==> src/baro_regs_pkg.sv <==
package baro_regs_pkg;

  // ==========================================================================
  // Register offsets.
  localparam logic [6:0] ADDR_INTERRUPT_CONFIG      = 7'h0B;
  localparam logic [6:0] ADDR_THRESHOLD_LOW         = 7'h0C;
  localparam logic [6:0] ADDR_THRESHOLD_HIGH        = 7'h0D;
  localparam logic [6:0] ADDR_DEVICE_IDENTITY       = 7'h0F;
  localparam logic [6:0] ADDR_CONTROL_ONE           = 7'h10;
  localparam logic [6:0] ADDR_CONTROL_TWO           = 7'h11;
  localparam logic [6:0] ADDR_INTERRUPT_CONTROL     = 7'h12;
  localparam logic [6:0] ADDR_QUEUE_CONTROL         = 7'h14;
  localparam logic [6:0] ADDR_REFERENCE_XLOW        = 7'h15;
  localparam logic [6:0] ADDR_REFERENCE_LOW         = 7'h16;
  localparam logic [6:0] ADDR_REFERENCE_HIGH        = 7'h17;
  localparam logic [6:0] ADDR_OFFSET_LOW            = 7'h18;
  localparam logic [6:0] ADDR_OFFSET_HIGH           = 7'h19;
  localparam logic [6:0] ADDR_RESOLUTION_CONFIG     = 7'h1A;
  localparam logic [6:0] ADDR_INTERRUPT_ORIGIN      = 7'h25;
  localparam logic [6:0] ADDR_QUEUE_STATE           = 7'h26;
  localparam logic [6:0] ADDR_SENSOR_STATUS         = 7'h27;
  localparam logic [6:0] ADDR_PRESSURE_XLOW         = 7'h28;
  localparam logic [6:0] ADDR_PRESSURE_LOW          = 7'h29;
  localparam logic [6:0] ADDR_PRESSURE_HIGH         = 7'h2A;
  localparam logic [6:0] ADDR_TEMPERATURE_LOW       = 7'h2B;
  localparam logic [6:0] ADDR_TEMPERATURE_HIGH      = 7'h2C;

  // ==========================================================================
  // Reset values.
  localparam logic [7:0] RESET_ZERO                 = 8'h00;
  localparam logic [7:0] RESET_CONTROL_TWO          = 8'h10;
  localparam logic [6:0] RESET_ADDRESS              = 7'h00;
  // Identity code value is arbitrary.
  localparam logic [7:0] IDENTITY_VALUE             = 8'h5A;

  // ==========================================================================
  // Interrupt configuration field positions.
  localparam int BIT_AUTO_REFERENCE_ENABLE          = 7;
  localparam int BIT_AUTO_REFERENCE_RESET           = 6;
  localparam int BIT_AUTOZERO_ENABLE                = 5;
  localparam int BIT_AUTOZERO_RESET                 = 4;
  localparam int BIT_DIFFERENTIAL_INTERRUPT_ENABLE  = 3;
  localparam int BIT_LATCH_REQUEST                  = 2;
  localparam int BIT_LOW_PRESSURE_EVENT_ENABLE      = 1;
  localparam int BIT_HIGH_PRESSURE_EVENT_ENABLE     = 0;

  // Sub-address field: top bit asks for address advance.
  localparam int BIT_SUB_ADVANCE                    = 7;

endpackage

==> src/barometer_register_map.sv <==
// Notes on behaviour
// - Every register is one byte per access.
// - Seven-bit address selects the register.
// - Interrupt config read/write, resets zero, eight fields.
// - Pressure three bytes, temperature two, consecutive.
// - Sub-address top bit advances address per byte.
module barometer_register_map (
  // Clock and reset.
  input  wire logic       mclk,
  input  wire logic       reset_n,
  // Byte port from the serial slave.
  input  wire logic       sub_load,
  input  wire logic [7:0] sub_byte,
  input  wire logic       write_strobe,
  input  wire logic [7:0] write_data,
  input  wire logic       read_strobe,
  output logic      [7:0] read_data,
  output logic      [6:0] current_address,
  // Live values from the measurement chain.
  input  wire logic [7:0] interrupt_origin_in,
  input  wire logic [7:0] queue_state_in,
  input  wire logic [7:0] sensor_status_in,
  input  wire logic [23:0] pressure_in,
  input  wire logic [15:0] temperature_in,
  // Configuration outputs.
  output logic      [7:0] interrupt_config,
  output logic      [15:0] pressure_threshold,
  output logic      [7:0] control_one,
  output logic      [7:0] control_two,
  output logic      [7:0] interrupt_control,
  output logic      [7:0] queue_control,
  output logic      [23:0] reference_pressure,
  output logic      [15:0] pressure_offset,
  output logic      [7:0] resolution_config,
  // Decoded interrupt configuration fields.
  output logic            auto_reference_enable,
  output logic            auto_reference_reset,
  output logic            autozero_enable,
  output logic            autozero_reset,
  output logic            differential_interrupt_enable,
  output logic            latch_request,
  output logic            low_pressure_event_enable,
  output logic            high_pressure_event_enable
);

  // ==========================================================================
  // Address pointer.
  logic       advance;
  logic       access;

  assign access = write_strobe | read_strobe;

  always_ff @(posedge mclk or negedge reset_n) begin
    if (!reset_n) begin
      current_address <= baro_regs_pkg::RESET_ADDRESS;
      advance         <= 1'b0;
    end else if (sub_load) begin
      current_address <= sub_byte[6:0];
      advance         <= sub_byte[baro_regs_pkg::BIT_SUB_ADVANCE];
    end else if (access && advance) begin
      current_address <= current_address + 7'h01;
    end
  end

  // ==========================================================================
  // Writable registers.
  // Reset reloads the stored defaults. Each register has its own write
  // decode, so read-only, reserved and unlisted addresses simply drop the
  // byte: there is nothing behind them to disturb.
  logic wr;
  assign wr = write_strobe && !sub_load;

  // ==========================================================================
  // Interrupt configuration.
  logic       write_interrupt_config;

  assign write_interrupt_config =
    wr && (current_address == baro_regs_pkg::ADDR_INTERRUPT_CONFIG);

  always_ff @(posedge mclk or negedge reset_n) begin
    if (!reset_n) begin
      interrupt_config <= baro_regs_pkg::RESET_ZERO;
    end else if (write_interrupt_config) begin
      interrupt_config <= write_data;
    end
  end

  // ==========================================================================
  // Pressure threshold, low byte.
  logic       write_threshold_low;
  logic [7:0] threshold_low;

  assign write_threshold_low =
    wr && (current_address == baro_regs_pkg::ADDR_THRESHOLD_LOW);

  always_ff @(posedge mclk or negedge reset_n) begin
    if (!reset_n) begin
      threshold_low <= baro_regs_pkg::RESET_ZERO;
    end else if (write_threshold_low) begin
      threshold_low <= write_data;
    end
  end

  // ==========================================================================
  // Pressure threshold, high byte.
  logic       write_threshold_high;
  logic [7:0] threshold_high;

  assign write_threshold_high =
    wr && (current_address == baro_regs_pkg::ADDR_THRESHOLD_HIGH);

  always_ff @(posedge mclk or negedge reset_n) begin
    if (!reset_n) begin
      threshold_high <= baro_regs_pkg::RESET_ZERO;
    end else if (write_threshold_high) begin
      threshold_high <= write_data;
    end
  end

  // ==========================================================================
  // Control one.
  logic       write_control_one;

  assign write_control_one =
    wr && (current_address == baro_regs_pkg::ADDR_CONTROL_ONE);

  always_ff @(posedge mclk or negedge reset_n) begin
    if (!reset_n) begin
      control_one <= baro_regs_pkg::RESET_ZERO;
    end else if (write_control_one) begin
      control_one <= write_data;
    end
  end

  // ==========================================================================
  // Control two.
  logic       write_control_two;

  assign write_control_two =
    wr && (current_address == baro_regs_pkg::ADDR_CONTROL_TWO);

  always_ff @(posedge mclk or negedge reset_n) begin
    if (!reset_n) begin
      control_two <= baro_regs_pkg::RESET_CONTROL_TWO;
    end else if (write_control_two) begin
      control_two <= write_data;
    end
  end

  // ==========================================================================
  // Interrupt control.
  logic       write_interrupt_control;

  assign write_interrupt_control =
    wr && (current_address == baro_regs_pkg::ADDR_INTERRUPT_CONTROL);

  always_ff @(posedge mclk or negedge reset_n) begin
    if (!reset_n) begin
      interrupt_control <= baro_regs_pkg::RESET_ZERO;
    end else if (write_interrupt_control) begin
      interrupt_control <= write_data;
    end
  end

  // ==========================================================================
  // Queue control.
  logic       write_queue_control;

  assign write_queue_control =
    wr && (current_address == baro_regs_pkg::ADDR_QUEUE_CONTROL);

  always_ff @(posedge mclk or negedge reset_n) begin
    if (!reset_n) begin
      queue_control <= baro_regs_pkg::RESET_ZERO;
    end else if (write_queue_control) begin
      queue_control <= write_data;
    end
  end

  // ==========================================================================
  // Reference pressure, lowest byte.
  logic       write_reference_xlow;
  logic [7:0] reference_xlow;

  assign write_reference_xlow =
    wr && (current_address == baro_regs_pkg::ADDR_REFERENCE_XLOW);

  always_ff @(posedge mclk or negedge reset_n) begin
    if (!reset_n) begin
      reference_xlow <= baro_regs_pkg::RESET_ZERO;
    end else if (write_reference_xlow) begin
      reference_xlow <= write_data;
    end
  end

  // ==========================================================================
  // Reference pressure, middle byte.
  logic       write_reference_low;
  logic [7:0] reference_low;

  assign write_reference_low =
    wr && (current_address == baro_regs_pkg::ADDR_REFERENCE_LOW);

  always_ff @(posedge mclk or negedge reset_n) begin
    if (!reset_n) begin
      reference_low <= baro_regs_pkg::RESET_ZERO;
    end else if (write_reference_low) begin
      reference_low <= write_data;
    end
  end

  // ==========================================================================
  // Reference pressure, high byte.
  logic       write_reference_high;
  logic [7:0] reference_high;

  assign write_reference_high =
    wr && (current_address == baro_regs_pkg::ADDR_REFERENCE_HIGH);

  always_ff @(posedge mclk or negedge reset_n) begin
    if (!reset_n) begin
      reference_high <= baro_regs_pkg::RESET_ZERO;
    end else if (write_reference_high) begin
      reference_high <= write_data;
    end
  end

  // ==========================================================================
  // Pressure offset, low byte.
  logic       write_offset_low;
  logic [7:0] offset_low;

  assign write_offset_low =
    wr && (current_address == baro_regs_pkg::ADDR_OFFSET_LOW);

  always_ff @(posedge mclk or negedge reset_n) begin
    if (!reset_n) begin
      offset_low <= baro_regs_pkg::RESET_ZERO;
    end else if (write_offset_low) begin
      offset_low <= write_data;
    end
  end

  // ==========================================================================
  // Pressure offset, high byte.
  logic       write_offset_high;
  logic [7:0] offset_high;

  assign write_offset_high =
    wr && (current_address == baro_regs_pkg::ADDR_OFFSET_HIGH);

  always_ff @(posedge mclk or negedge reset_n) begin
    if (!reset_n) begin
      offset_high <= baro_regs_pkg::RESET_ZERO;
    end else if (write_offset_high) begin
      offset_high <= write_data;
    end
  end

  // ==========================================================================
  // Resolution configuration.
  logic       write_resolution_config;

  assign write_resolution_config =
    wr && (current_address == baro_regs_pkg::ADDR_RESOLUTION_CONFIG);

  always_ff @(posedge mclk or negedge reset_n) begin
    if (!reset_n) begin
      resolution_config <= baro_regs_pkg::RESET_ZERO;
    end else if (write_resolution_config) begin
      resolution_config <= write_data;
    end
  end

  // ==========================================================================
  // Multi-byte settings leave the block as whole words.
  assign pressure_threshold = {threshold_high, threshold_low};
  assign reference_pressure = {reference_high, reference_low, reference_xlow};
  assign pressure_offset    = {offset_high, offset_low};

  // ==========================================================================
  // Interrupt configuration fields.
  assign auto_reference_enable         =
    interrupt_config[baro_regs_pkg::BIT_AUTO_REFERENCE_ENABLE];
  assign auto_reference_reset          =
    interrupt_config[baro_regs_pkg::BIT_AUTO_REFERENCE_RESET];
  assign autozero_enable               =
    interrupt_config[baro_regs_pkg::BIT_AUTOZERO_ENABLE];
  assign autozero_reset                =
    interrupt_config[baro_regs_pkg::BIT_AUTOZERO_RESET];
  assign differential_interrupt_enable =
    interrupt_config[baro_regs_pkg::BIT_DIFFERENTIAL_INTERRUPT_ENABLE];
  assign latch_request                 =
    interrupt_config[baro_regs_pkg::BIT_LATCH_REQUEST];
  assign low_pressure_event_enable     =
    interrupt_config[baro_regs_pkg::BIT_LOW_PRESSURE_EVENT_ENABLE];
  assign high_pressure_event_enable    =
    interrupt_config[baro_regs_pkg::BIT_HIGH_PRESSURE_EVENT_ENABLE];

  // ==========================================================================
  // Read path.
  // Data is registered when the strobe arrives, so the byte stands still
  // while the serial slave shifts it out.
  logic [7:0] next_read_data;

  always_comb begin
    unique case (current_address)
      baro_regs_pkg::ADDR_INTERRUPT_CONFIG:  next_read_data = interrupt_config;
      baro_regs_pkg::ADDR_THRESHOLD_LOW:     next_read_data = pressure_threshold[7:0];
      baro_regs_pkg::ADDR_THRESHOLD_HIGH:    next_read_data = pressure_threshold[15:8];
      baro_regs_pkg::ADDR_DEVICE_IDENTITY:   next_read_data = baro_regs_pkg::IDENTITY_VALUE;
      baro_regs_pkg::ADDR_CONTROL_ONE:       next_read_data = control_one;
      baro_regs_pkg::ADDR_CONTROL_TWO:       next_read_data = control_two;
      baro_regs_pkg::ADDR_INTERRUPT_CONTROL: next_read_data = interrupt_control;
      baro_regs_pkg::ADDR_QUEUE_CONTROL:     next_read_data = queue_control;
      baro_regs_pkg::ADDR_REFERENCE_XLOW:    next_read_data = reference_pressure[7:0];
      baro_regs_pkg::ADDR_REFERENCE_LOW:     next_read_data = reference_pressure[15:8];
      baro_regs_pkg::ADDR_REFERENCE_HIGH:    next_read_data = reference_pressure[23:16];
      baro_regs_pkg::ADDR_OFFSET_LOW:        next_read_data = pressure_offset[7:0];
      baro_regs_pkg::ADDR_OFFSET_HIGH:       next_read_data = pressure_offset[15:8];
      baro_regs_pkg::ADDR_RESOLUTION_CONFIG: next_read_data = resolution_config;
      baro_regs_pkg::ADDR_INTERRUPT_ORIGIN:  next_read_data = interrupt_origin_in;
      baro_regs_pkg::ADDR_QUEUE_STATE:       next_read_data = queue_state_in;
      baro_regs_pkg::ADDR_SENSOR_STATUS:     next_read_data = sensor_status_in;
      baro_regs_pkg::ADDR_PRESSURE_XLOW:     next_read_data = pressure_in[7:0];
      baro_regs_pkg::ADDR_PRESSURE_LOW:      next_read_data = pressure_in[15:8];
      baro_regs_pkg::ADDR_PRESSURE_HIGH:     next_read_data = pressure_in[23:16];
      baro_regs_pkg::ADDR_TEMPERATURE_LOW:   next_read_data = temperature_in[7:0];
      baro_regs_pkg::ADDR_TEMPERATURE_HIGH:  next_read_data = temperature_in[15:8];
      default:                               next_read_data = baro_regs_pkg::RESET_ZERO;
    endcase
  end

  always_ff @(posedge mclk or negedge reset_n) begin
    if (!reset_n) begin
      read_data <= baro_regs_pkg::RESET_ZERO;
    end else if (read_strobe && !sub_load) begin
      read_data <= next_read_data;
    end
  end

endmodule

==> config.mk <==
export PLATFORM = sky130hd
export DESIGN_NAME = barometer_register_map
export DESIGN_NICKNAME = d
export VERILOG_FILES = /design/src/baro_regs_pkg.sv /design/src/barometer_register_map.sv
export SDC_FILE = /design/constraint.sdc
export NUM_CORES = 1
export LEC_CHECK = 0
export ABC_AREA = 1
export BUFFER_PORTS_ARGS = -buffer_cell sky130_fd_sc_hd__buf_2
export CAP_MARGIN = 25
export CORE_MARGIN = 5
export CORE_UTILIZATION = 44
export CTS_BUF_LIST = sky130_fd_sc_hd__clkbuf_8
export CTS_CLUSTER_SIZE = 20
export DETAILED_ROUTE_END_ITERATION = 8
export PLACE_DENSITY = 0.79
export SLEW_MARGIN = 10
export SYNTH_ARGS = -nofsm -noshare
export SYNTH_HDL_FRONTEND = slang
export SYNTH_SLANG_ARGS = --single-unit
==> constraint.sdc <==
create_clock -name mclk -period 3.5 [get_ports mclk]
set_clock_uncertainty 0.2 [all_clocks]
set_input_delay 0.525 -clock mclk [delete_from_list [all_inputs] [get_ports mclk]]
set_output_delay 0.525 -clock mclk [all_outputs]
set_load 0.05 [all_outputs]
# [Word-level counts from Yosys, hierarchy flattened]
# Cells that the tools add are included.
[classes] n_addsub=1 n_eq_ne=22 mux=3 bitwise=1 reduce_logical=18
[ops] op="$pmux W8 S22" n=1
[ops] op="$eq A7 B5 Y1 const B" n=10
[ops] op="$eq A7 B6 Y1 const B" n=8
[ops] op="$eq A7 B4 Y1 const B" n=4
[ops] op="$logic_and A1 B1 Y1" n=16
[ops] op="$mux W7" n=2
[ops] op="$add A7 B1 Y7 const B" n=1
[ops] op="$reduce_bool A2 Y1" n=1
[ops] op="$logic_not A1 Y1" n=1
[ops] op="$or A1 B1 Y1" n=1
[word_totals] reg_bits=120 in_bits=85 output_inout_bits=127 wordCells=61

# [Logic depth before layout (Yosys ltp)]
# Gate-level depths: netlist of run 1.
[logic_depth] depth_word=4 ltp_mapped=13 ltp_nobuf=12

# [Worst setup path after synthesis of run 1]
# OpenSTA, ideal clock, no wires.
[synth_path] path_kind="flip-flop to flip-flop" startpoint="register current_address[0]" endpoint="register read_data[2]" setup_ns=0.118 arrival_time_ns=1.848 t_required_ns=3.182 setup_slack_ns=1.334 stages_incl_launch_ff=14 n_path_buf=1 period_less_slack_ns=2.166 path_cell_list="dfrtp_1 > inv_1 > ha_1 > inv_1 > nor2_2 > buf_4 > nand3_1 > nand2_1 > nor2_1 > nand2_1 > nor2_1 > nand2_1 > nand2_1 > nand2_1"
[synth_via] elab_chain_cells=2 elab_cells_between_ends=23 cone_classes="eq/ne (22); mux (1)"
[synth_lines] element="from (decl)" line_no="barometer_register_map.sv:18" text="output logic [6:0] current_address,"
[synth_lines] element="from (signal assigned)" line_no="barometer_register_map.sv:55" text="current_address <= baro_regs_pkg::RESET_ADDRESS;"
[synth_lines] element="from (signal assigned)" line_no="barometer_register_map.sv:58" text="current_address <= sub_byte[6:0];"
[synth_lines] element="from (signal assigned)" line_no="barometer_register_map.sv:61" text="current_address <= current_address + 7'h01;"
[synth_lines] element="$eq A7 B6 Y1 (tied with other cells)" line_no="barometer_register_map.sv:307" text="unique case (current_address)"
[synth_lines] element="$pmux W8 S22 (*)" line_no="barometer_register_map.sv:307"
[synth_lines] element="to (signal assigned)" line_no="barometer_register_map.sv:336" text="read_data <= baro_regs_pkg::RESET_ZERO;"
[synth_lines] element="to (signal assigned)" line_no="barometer_register_map.sv:338" text="read_data <= next_read_data;"
[synth_lines] element="to (decl)" line_no="barometer_register_map.sv:17" text="output logic [7:0] read_data,"
# Mark *: on every way between the ends. The rest lies on a longest branch, timed or not.
# A chain may end at the register's enable or synchronous reset.

# [Worst setup path after layout of run 1]
[layout_path] startpoint="register current_address[5]" endpoint="register interrupt_control[7]"
[layout_via] elab_chain_cells=2
[layout_lines] element="$eq A7 B5 Y1" line_no="barometer_register_map.sv:155" text="wr && (current_address == baro_regs_pkg::ADDR_INTERRUPT_CONTROL);"
[layout_lines] element="$logic_and A1 B1 Y1" line_no="barometer_register_map.sv:155"
[layout_lines] element="to (signal assigned)" line_no="barometer_register_map.sv:159" text="interrupt_control <= baro_regs_pkg::RESET_ZERO;"
[layout_lines] element="to (signal assigned)" line_no="barometer_register_map.sv:161" text="interrupt_control <= write_data;"
[layout_lines] element="to (decl)" line_no="barometer_register_map.sv:30" text="output logic [7:0] interrupt_control,"
# Every way passes these cells.

==> results.toml, run 1 <==
[setup_path]
start_kind = "register"
endpoint_kind = "register"
rr_startpoint = "current_address[5]$_DFFE_PN0P_"
crit_type = "register to register"
cp_data_arrival_time_ns = 2.70
reg2regPathDepth = 5
r2r_end = "interrupt_control[7]$_DFFE_PN0P_"
crit_path_end = "interrupt_control[7]$_DFFE_PN0P_"
critical_path.startpoint = "current_address[5]$_DFFE_PN0P_"
cp_max_fo = 16
reg2reg_slack_ns = 0.95
crit_required_ns = 3.65

[finish]
final_cell_mix = "343 x nand2_1, 210 x buf_2, 119 x dfrtp_1, 75 x o21ai_0, 72 x nor2_1"
syn2layout_area_growth_pct = 23.20
final_common_cell = "nand2_1"
final-instance-count-excl-fill = 1240
n_fill_cell = 1403
stdcell_area_mm2 = 0.007928
diodes = 0
multiInputGateArea_mm2 = 0.002967
nNetsFinal = 1132
area.sequential_mm2 = 0.003004
finalCoreUtilization = 0.5496
layout-drive-gt1-share = 0.2936

[clock_tree]
cts_buffer_depth = 2
cts-buffers-inserted = 17
cts_tree = "done"
cts.reportedPaths.clkPinSlew_ns = 0.08
insertion_delay_ns = 0.45
cts.sinks = 120
htreeDepth = 4
root_buffer = "clkbuf_8"

[floorplan]
io_pins = 212
dieArea_mm2 = 0.01714
start_util = 0.4461
num_rows = 44
die_h_um = 130.9
core_mm2 = 0.01442
die_w_um = 130.9

[power]
p_clk_frac = 0.311
p_int_mw = 2.537
p_sw_mw = 1.744
cellPowerDensity_mw_per_mm2 = 540.0
p_seq_frac = 0.401
ir_drop_mv = 0.3985
switching_share = 0.4073
comb_power_share = 0.287
p_leak_nw = 4.502
total_power_mw = 4.281

[route]
num_vias = 6409
wl_met2_um = 10790
wl_met1_um = 8650
dr.max_layer_used = "met4"
wl_met3_um = 2113
drt_wl_total_um = 22060
drtPass1Iterations = 5
via_per_inst = 5.169
ant_nets = 0
drt-initial-drc-count = 491
drc = 0
avgRoutedWirePerCell_um = 17.79

[yosys]
synth.cell_area_mm2 = 0.006435
synth_area_per_cell_um2 = 7.615
syn_inst = 845
syn_nets = 934
ys_ff_latch = 120
synth-warning-count = 0
netlist-cell-type-count = 31
yosysSeqAreaShare = 0.4668

[run_status]
status = "finished clean"

[sta]
setup_viol = 0
final_max_slew_viol_count = 0
worst_pin_slew_ns = 0.8935
finalHoldViolCount = 0
min_period_ns = 2.550
hold_ws_ns = 0.08634
relSlewSlack = 0.4021
finalWorstSetupSlack_ns = 0.9502
period_share = 0.7285
grt_setup_unrepaired = "false"
max_freq_mhz = 392.2
fin_tns_setup_ns = 0

[run]
maxCapViolCount = 0

[grt]
antenna_found_initial = 0
grt_pass1_wl_um = 32780
grt_start_max_net_pins = 63
grt-ovfl-total = 0
track_usage = 0.2562
grt_pass1_vias = 6053

[min_path]
hp-class = "input port to register"

[place]
io_buffers = 211
dpl.hpwl_um = 16970
dpl_cell_area_mm2 = 0.007496
post-place-ws_ns = 1.039
dp.cells = 1207
gp_congestion = 0.9238
-- what timing repair did --
action,CTS,global route
gates resized for setup,0,0
hold buffers,1,0
setup buffers,0,0
hold endpoints to repair,24,0
setup endpoints to repair,0,0
-- cell usage after synthesis, drive strengths merged --
| cell type | instances | area, µm² |
|---|---|---|
| clkbuf | 9 | 33.78 |
| nand4 | 7 | 43.79 |
| o211ai | 2 | 15.01 |
| a21oi | 4 | 20.02 |
| nand3 | 51 | 267.8 |
| o21ai | 108 | 600.6 |
| dfstp | 1 | 26.28 |
| buf | 28 | 239.0 |
| inv | 49 | 183.9 |
| clkinv | 2 | 10.01 |
| a31oi | 1 | 6.260 |
| dfrtp | 119 | 2978 |
| nand2 | 359 | 1433 |
| nor2 | 91 | 436.7 |
| o22ai | 1 | 6.260 |
| o221ai | 2 | 17.52 |
| nor3 | 4 | 41.29 |
| xor2 | 3 | 26.28 |
| ha | 4 | 50.05 |
-- power groups by stage --
stage,logic (mW),clock network (mW),registers [mW]
4_1_cts,1.24,1.34,1.71
3_3_place_gp,1.22,0,1.73
2_1_floorplan,0.348,0,2.25
5_1_grt,1.31,1.41,1.74
6_report,1.23,1.33,1.72
3_5_place_dp,1.23,0,1.74
-- registers in the layout (all words and copies together) (netlist names) --
| name | flops |
|---|---|
| control_two | 8 |
| offset_low | 8 |
| interrupt_config | 8 |
| reference_low | 8 |
| resolution_config | 8 |
| reference_xlow | 8 |
| control_one | 8 |
| current_address | 7 |
| threshold_low | 8 |
| reference_high | 8 |
| read_data | 8 |
| offset_high | 8 |
| threshold_high | 8 |
| advance | 1 |
| queue_control | 8 |
| interrupt_control | 8 |
-- layer usage --
layer | global-route usage | up-vias
met5 | 0 | -
met4 | 0.07743 | 0
met3 | 0.06423 | 39
met2 | 0.4440 | 328
met1 | 0.3158 | 2961
li1 | - | 3081
-- cell type report --
| cell class | count | area share |
|---|---|---|
| Clock buffer | 18 | 0.03125 |
| Multi-Input combinational cell | 637 | 0.3742 |
| Sequential cell | 120 | 0.3789 |
| Clock inverter | 14 | 0.02194 |
| Inverter | 51 | 0.02446 |
| Timing Repair Buffer | 216 | 0.1402 |
| Tap cell | 184 | 0.02904 |
-- logic make-up after synthesis --
kind of cell,Yosys count,synth area share
xor+xnor,3,0.004084
buf+inv,88,0.07253
simple gates,512,0.3453
fa+ha+maj,4,0.007778
compound gates,118,0.1034
flops,120,0.4668
-- how the worst min path moves through the flow --
| stage | endpoint | depth (start not counted) | from |
|---|---|---|---|
| after floorplan | advance$_DFFE_PN0P_ | 0 | reset_n |
| after global placement | reference_low[0]$_DFFE_PN0P_ | 1 | reset_n |
| after detailed placement | reference_low[0]$_DFFE_PN0P_ | 1 | reset_n |
| after CTS | current_address[5]$_DFFE_PN0P_ | 3 | sub_byte[5] |
| after global routing | current_address[5]$_DFFE_PN0P_ | 3 | sub_byte[5] |
| final | advance$_DFFE_PN0P_ | 3 | sub_byte[7] |
-- critical path: stages, from the launching register on --
cell,delay [ns]
dfrtp_1,0.44
inv_2,0.16
nand2_1,0.06
nor2_1,0.68
nand3_1,0.56
o21ai_0,0.33
Power figures use the tool's default switching activity.
==> run 2, diff against run 1 <==
--- a/config.mk
+++ b/config.mk
@@ -5,7 +5,7 @@
 export SDC_FILE = /design/constraint.sdc
 export NUM_CORES = 1
 export LEC_CHECK = 0
-export ABC_AREA = 1
+export ABC_AREA = 0
 export BUFFER_PORTS_ARGS = -buffer_cell sky130_fd_sc_hd__buf_2
 export CAP_MARGIN = 25
 export CORE_MARGIN = 5
==> constraint.sdc (replaced) <==
create_clock -name mclk -period 2.5 [get_ports mclk]
set_clock_uncertainty 0.2 [all_clocks]
set_input_delay 0.375 -clock mclk [delete_from_list [all_inputs] [get_ports mclk]]
set_output_delay 0.375 -clock mclk [all_outputs]
set_load 0.05 [all_outputs]
==> run 2 against run 1 <==
Effect of this change: non-clock buffer count is 61 higher; setup slack worse by 0.90 ns; clock-buffer cell count is 1 higher; maximum frequency is 4.1% higher; sequential share of layout area is 1.5 points lower; total power is 37% higher; sequential power is 41% higher; routed wire length is 14% higher; critical endpoint is now read_data[6]$_DFFE_PN0P_.
==> results.toml, run 2 <==
[finish]
final_common_cell = "buf_2"
layout-drive-gt1-share = 0.5626
diodes = 0
multiInputGateArea_mm2 = 0.003060
n_fill_cell = 1195
syn2layout_area_growth_pct = 32.34
finalCoreUtilization = 0.5941
area.sequential_mm2 = 0.003013
nNetsFinal = 867
final_cell_mix = "210 x buf_2, 112 x dfrtp_1, 105 x mux2_2, 56 x buf_4, 44 x a22oi_1"

[run_status]
status = "finished clean"

[clock_tree]
cts_tree = "done"
cts-buffers-inserted = 17
cts.sinks = 120
cts_buffer_depth = 2
cts.reportedPaths.clkPinSlew_ns = 0.07
root_buffer = "clkbuf_8"
insertion_delay_ns = 0.44
htreeDepth = 4

[sta]
period_share = 0.9798
min_period_ns = 2.449
worst_pin_slew_ns = 0.5891
hold_ws_ns = 0.1107
max_freq_mhz = 408.3
finalHoldViolCount = 0
setup_viol = 0
grt_setup_unrepaired = "true"
relSlewSlack = 0.6063
final_max_slew_viol_count = 0

[setup_path]
path_cells = "inv_2 > ha_2 > and4bb_2 > and2_2 > or4_4 > nor4_4 > a311oi_1"
cp_max_fo = 6
critical_path.startpoint = "current_address[0]$_DFFE_PN0P_"
cp_data_arrival_time_ns = 2.56
start_kind = "register"
rr_startpoint = "current_address[0]$_DFFE_PN0P_"
crit_slowest_cell = "or4_4"
cp_top_family = "simple AND/OR/NAND/NOR gates"
crit_type = "register to register"
endpoint_kind = "register"
path_buf_inv = 1
crit_required_ns = 2.61
critical_path.max_stage_delay_ns = 0.43

[yosys]
ys.flop_type = "dfrtp_1"
yosysMostFrequentCell = "dfrtp_1"
synth_area_leaders = "dfrtp_1 48%, mux2_2 19%, a22oi_1 5.3%"
yosysTopAreaCell = "dfrtp_1"
ys_top_cells_by_count = "119 x dfrtp_1, 105 x mux2_2, 44 x a22oi_1"
yosysSeqAreaShare = 0.4802
synth_top_cell_area_share = 0.4760
syn_nets = 626
synth-warning-count = 0
ys_ff_latch = 120
synth.cell_area_mm2 = 0.006256
syn_inst = 537
synth_area_per_cell_um2 = 11.65
netlist-cell-type-count = 51
async_flop_share = 1.000
synth_enable_flop_cells = 0

[route]
drtPass1Iterations = 5
drc = 0
drt_wl_total_um = 25120
ant_nets = 0
avgRoutedWirePerCell_um = 25.87
num_vias = 6010
via_per_inst = 6.189
drt-initial-drc-count = 611

[grt]
grt_pass1_wl_um = 37160
grt_pass1_vias = 6152
track_usage = 0.3010
grt_start_max_net_pins = 55
antenna_found_initial = 0
grt-ovfl-total = 0

[power]
p_leak_nw = 4.356
total_power_mw = 5.873
ir_drop_mv = 0.5063
cellPowerDensity_mw_per_mm2 = 709.4

[place]
gp_congestion = 0.9928
io_buffers = 211
dpl.hpwl_um = 19450

[floorplan]
start_util = 0.4490
core_mm2 = 0.01393
die_h_um = 129.2
num_rows = 43
io_pins = 212
dieArea_mm2 = 0.01670
die_w_um = 129.2

[run]
maxCapViolCount = 0

[min_path]
hp-class = "input port to register"
min_from = "pressure_in[8]"
==> run 2: worst paths after layout <==
kind / end / slack, ns / depth (start not counted)
setup / recovery: read_data[6]$_DFFE_PN0P_ / 0.05 / 7
hold / removal: read_data[0]$_DFFE_PN0P_ / 0.11 / 4
setup reg to reg: read_data[6]$_DFFE_PN0P_ / 0.05 / 7
hold reg to reg: reference_low[6]$_DFFE_PN0P_ / 0.33 / 1
max in group asynchronous: control_two[4]$_DFFE_PN1P_ / 1.26 / 3
min in group asynchronous: control_two[3]$_DFFE_PN0P_ / 0.16 / 2
==> run 2: cells by family after synthesis <==
group           synth area share
simple gates              0.1500
flops                     0.4802
mux                       0.1922
compound gates            0.1144
buf+inv                  0.04540
xor+xnor                0.009800
fa+ha+maj               0.008000
==> run 2: layer usage <==
layer | share of wire | wire length (µm) | track usage
met5 | 0 | 0 | 0
met4 | 0.039 | 991 | 0.1303
met3 | 0.11 | 2782 | 0.07420
met2 | 0.48 | 12000 | 0.4881
met1 | 0.37 | 9344 | 0.3846
==> run 2: what timing repair did <==
action	CTS	global route
hold endpoints to repair	103	0
pin swaps	1	4
resized for setup	10	24
endpoints found under the setup margin	29	37
hold buffers	9	0
buffers inserted	1	0
==> run 2: worst reg2reg max path: cells and delay by family, from the launching register on <==
family,cells,cell delay [ns]
AO/OA/AOI/OAI,1,0.09
adder cells (fa/ha/maj),1,0.21
flip-flops,1,0.41
buffers and inverters,1,0.07
AND/OR/NAND/NOR,4,1.34
==> run 2: layout make-up <==
cell class | count | share of cell area
Multi-Input combinational cell | 359 | 0.3697
Tap cell | 180 | 0.02720
Clock inverter | 13 | 0.01285
Sequential cell | 120 | 0.3639
Inverter | 3 | 0.001360
Timing Repair Buffer | 277 | 0.1934
Clock buffer | 19 | 0.03159
==> run 2: per-stage QoR <==
step           setup WS, ns  instances   TNS (ns)  area [µm²]
6_report            0.05056        971          0        8279
5_1_grt            -0.01805        971   -0.03165        8279
4_1_cts           -0.007900        971  -0.007900        8214
3_5_place_dp        -0.3122        929     -1.250        7726
3_3_place_gp        -0.1023        929    -0.9411        7726
2_1_floorplan      0.007052        537          0        6280
==> run 2: report_power, final <==
group	leakage [nW]	switching (mW)	internal (mW)
sequential	1.61	0.262	2.17
combinational	2.55	1.29	0.515
clock	0.190	0.810	0.827
total	4.36	2.36	3.51
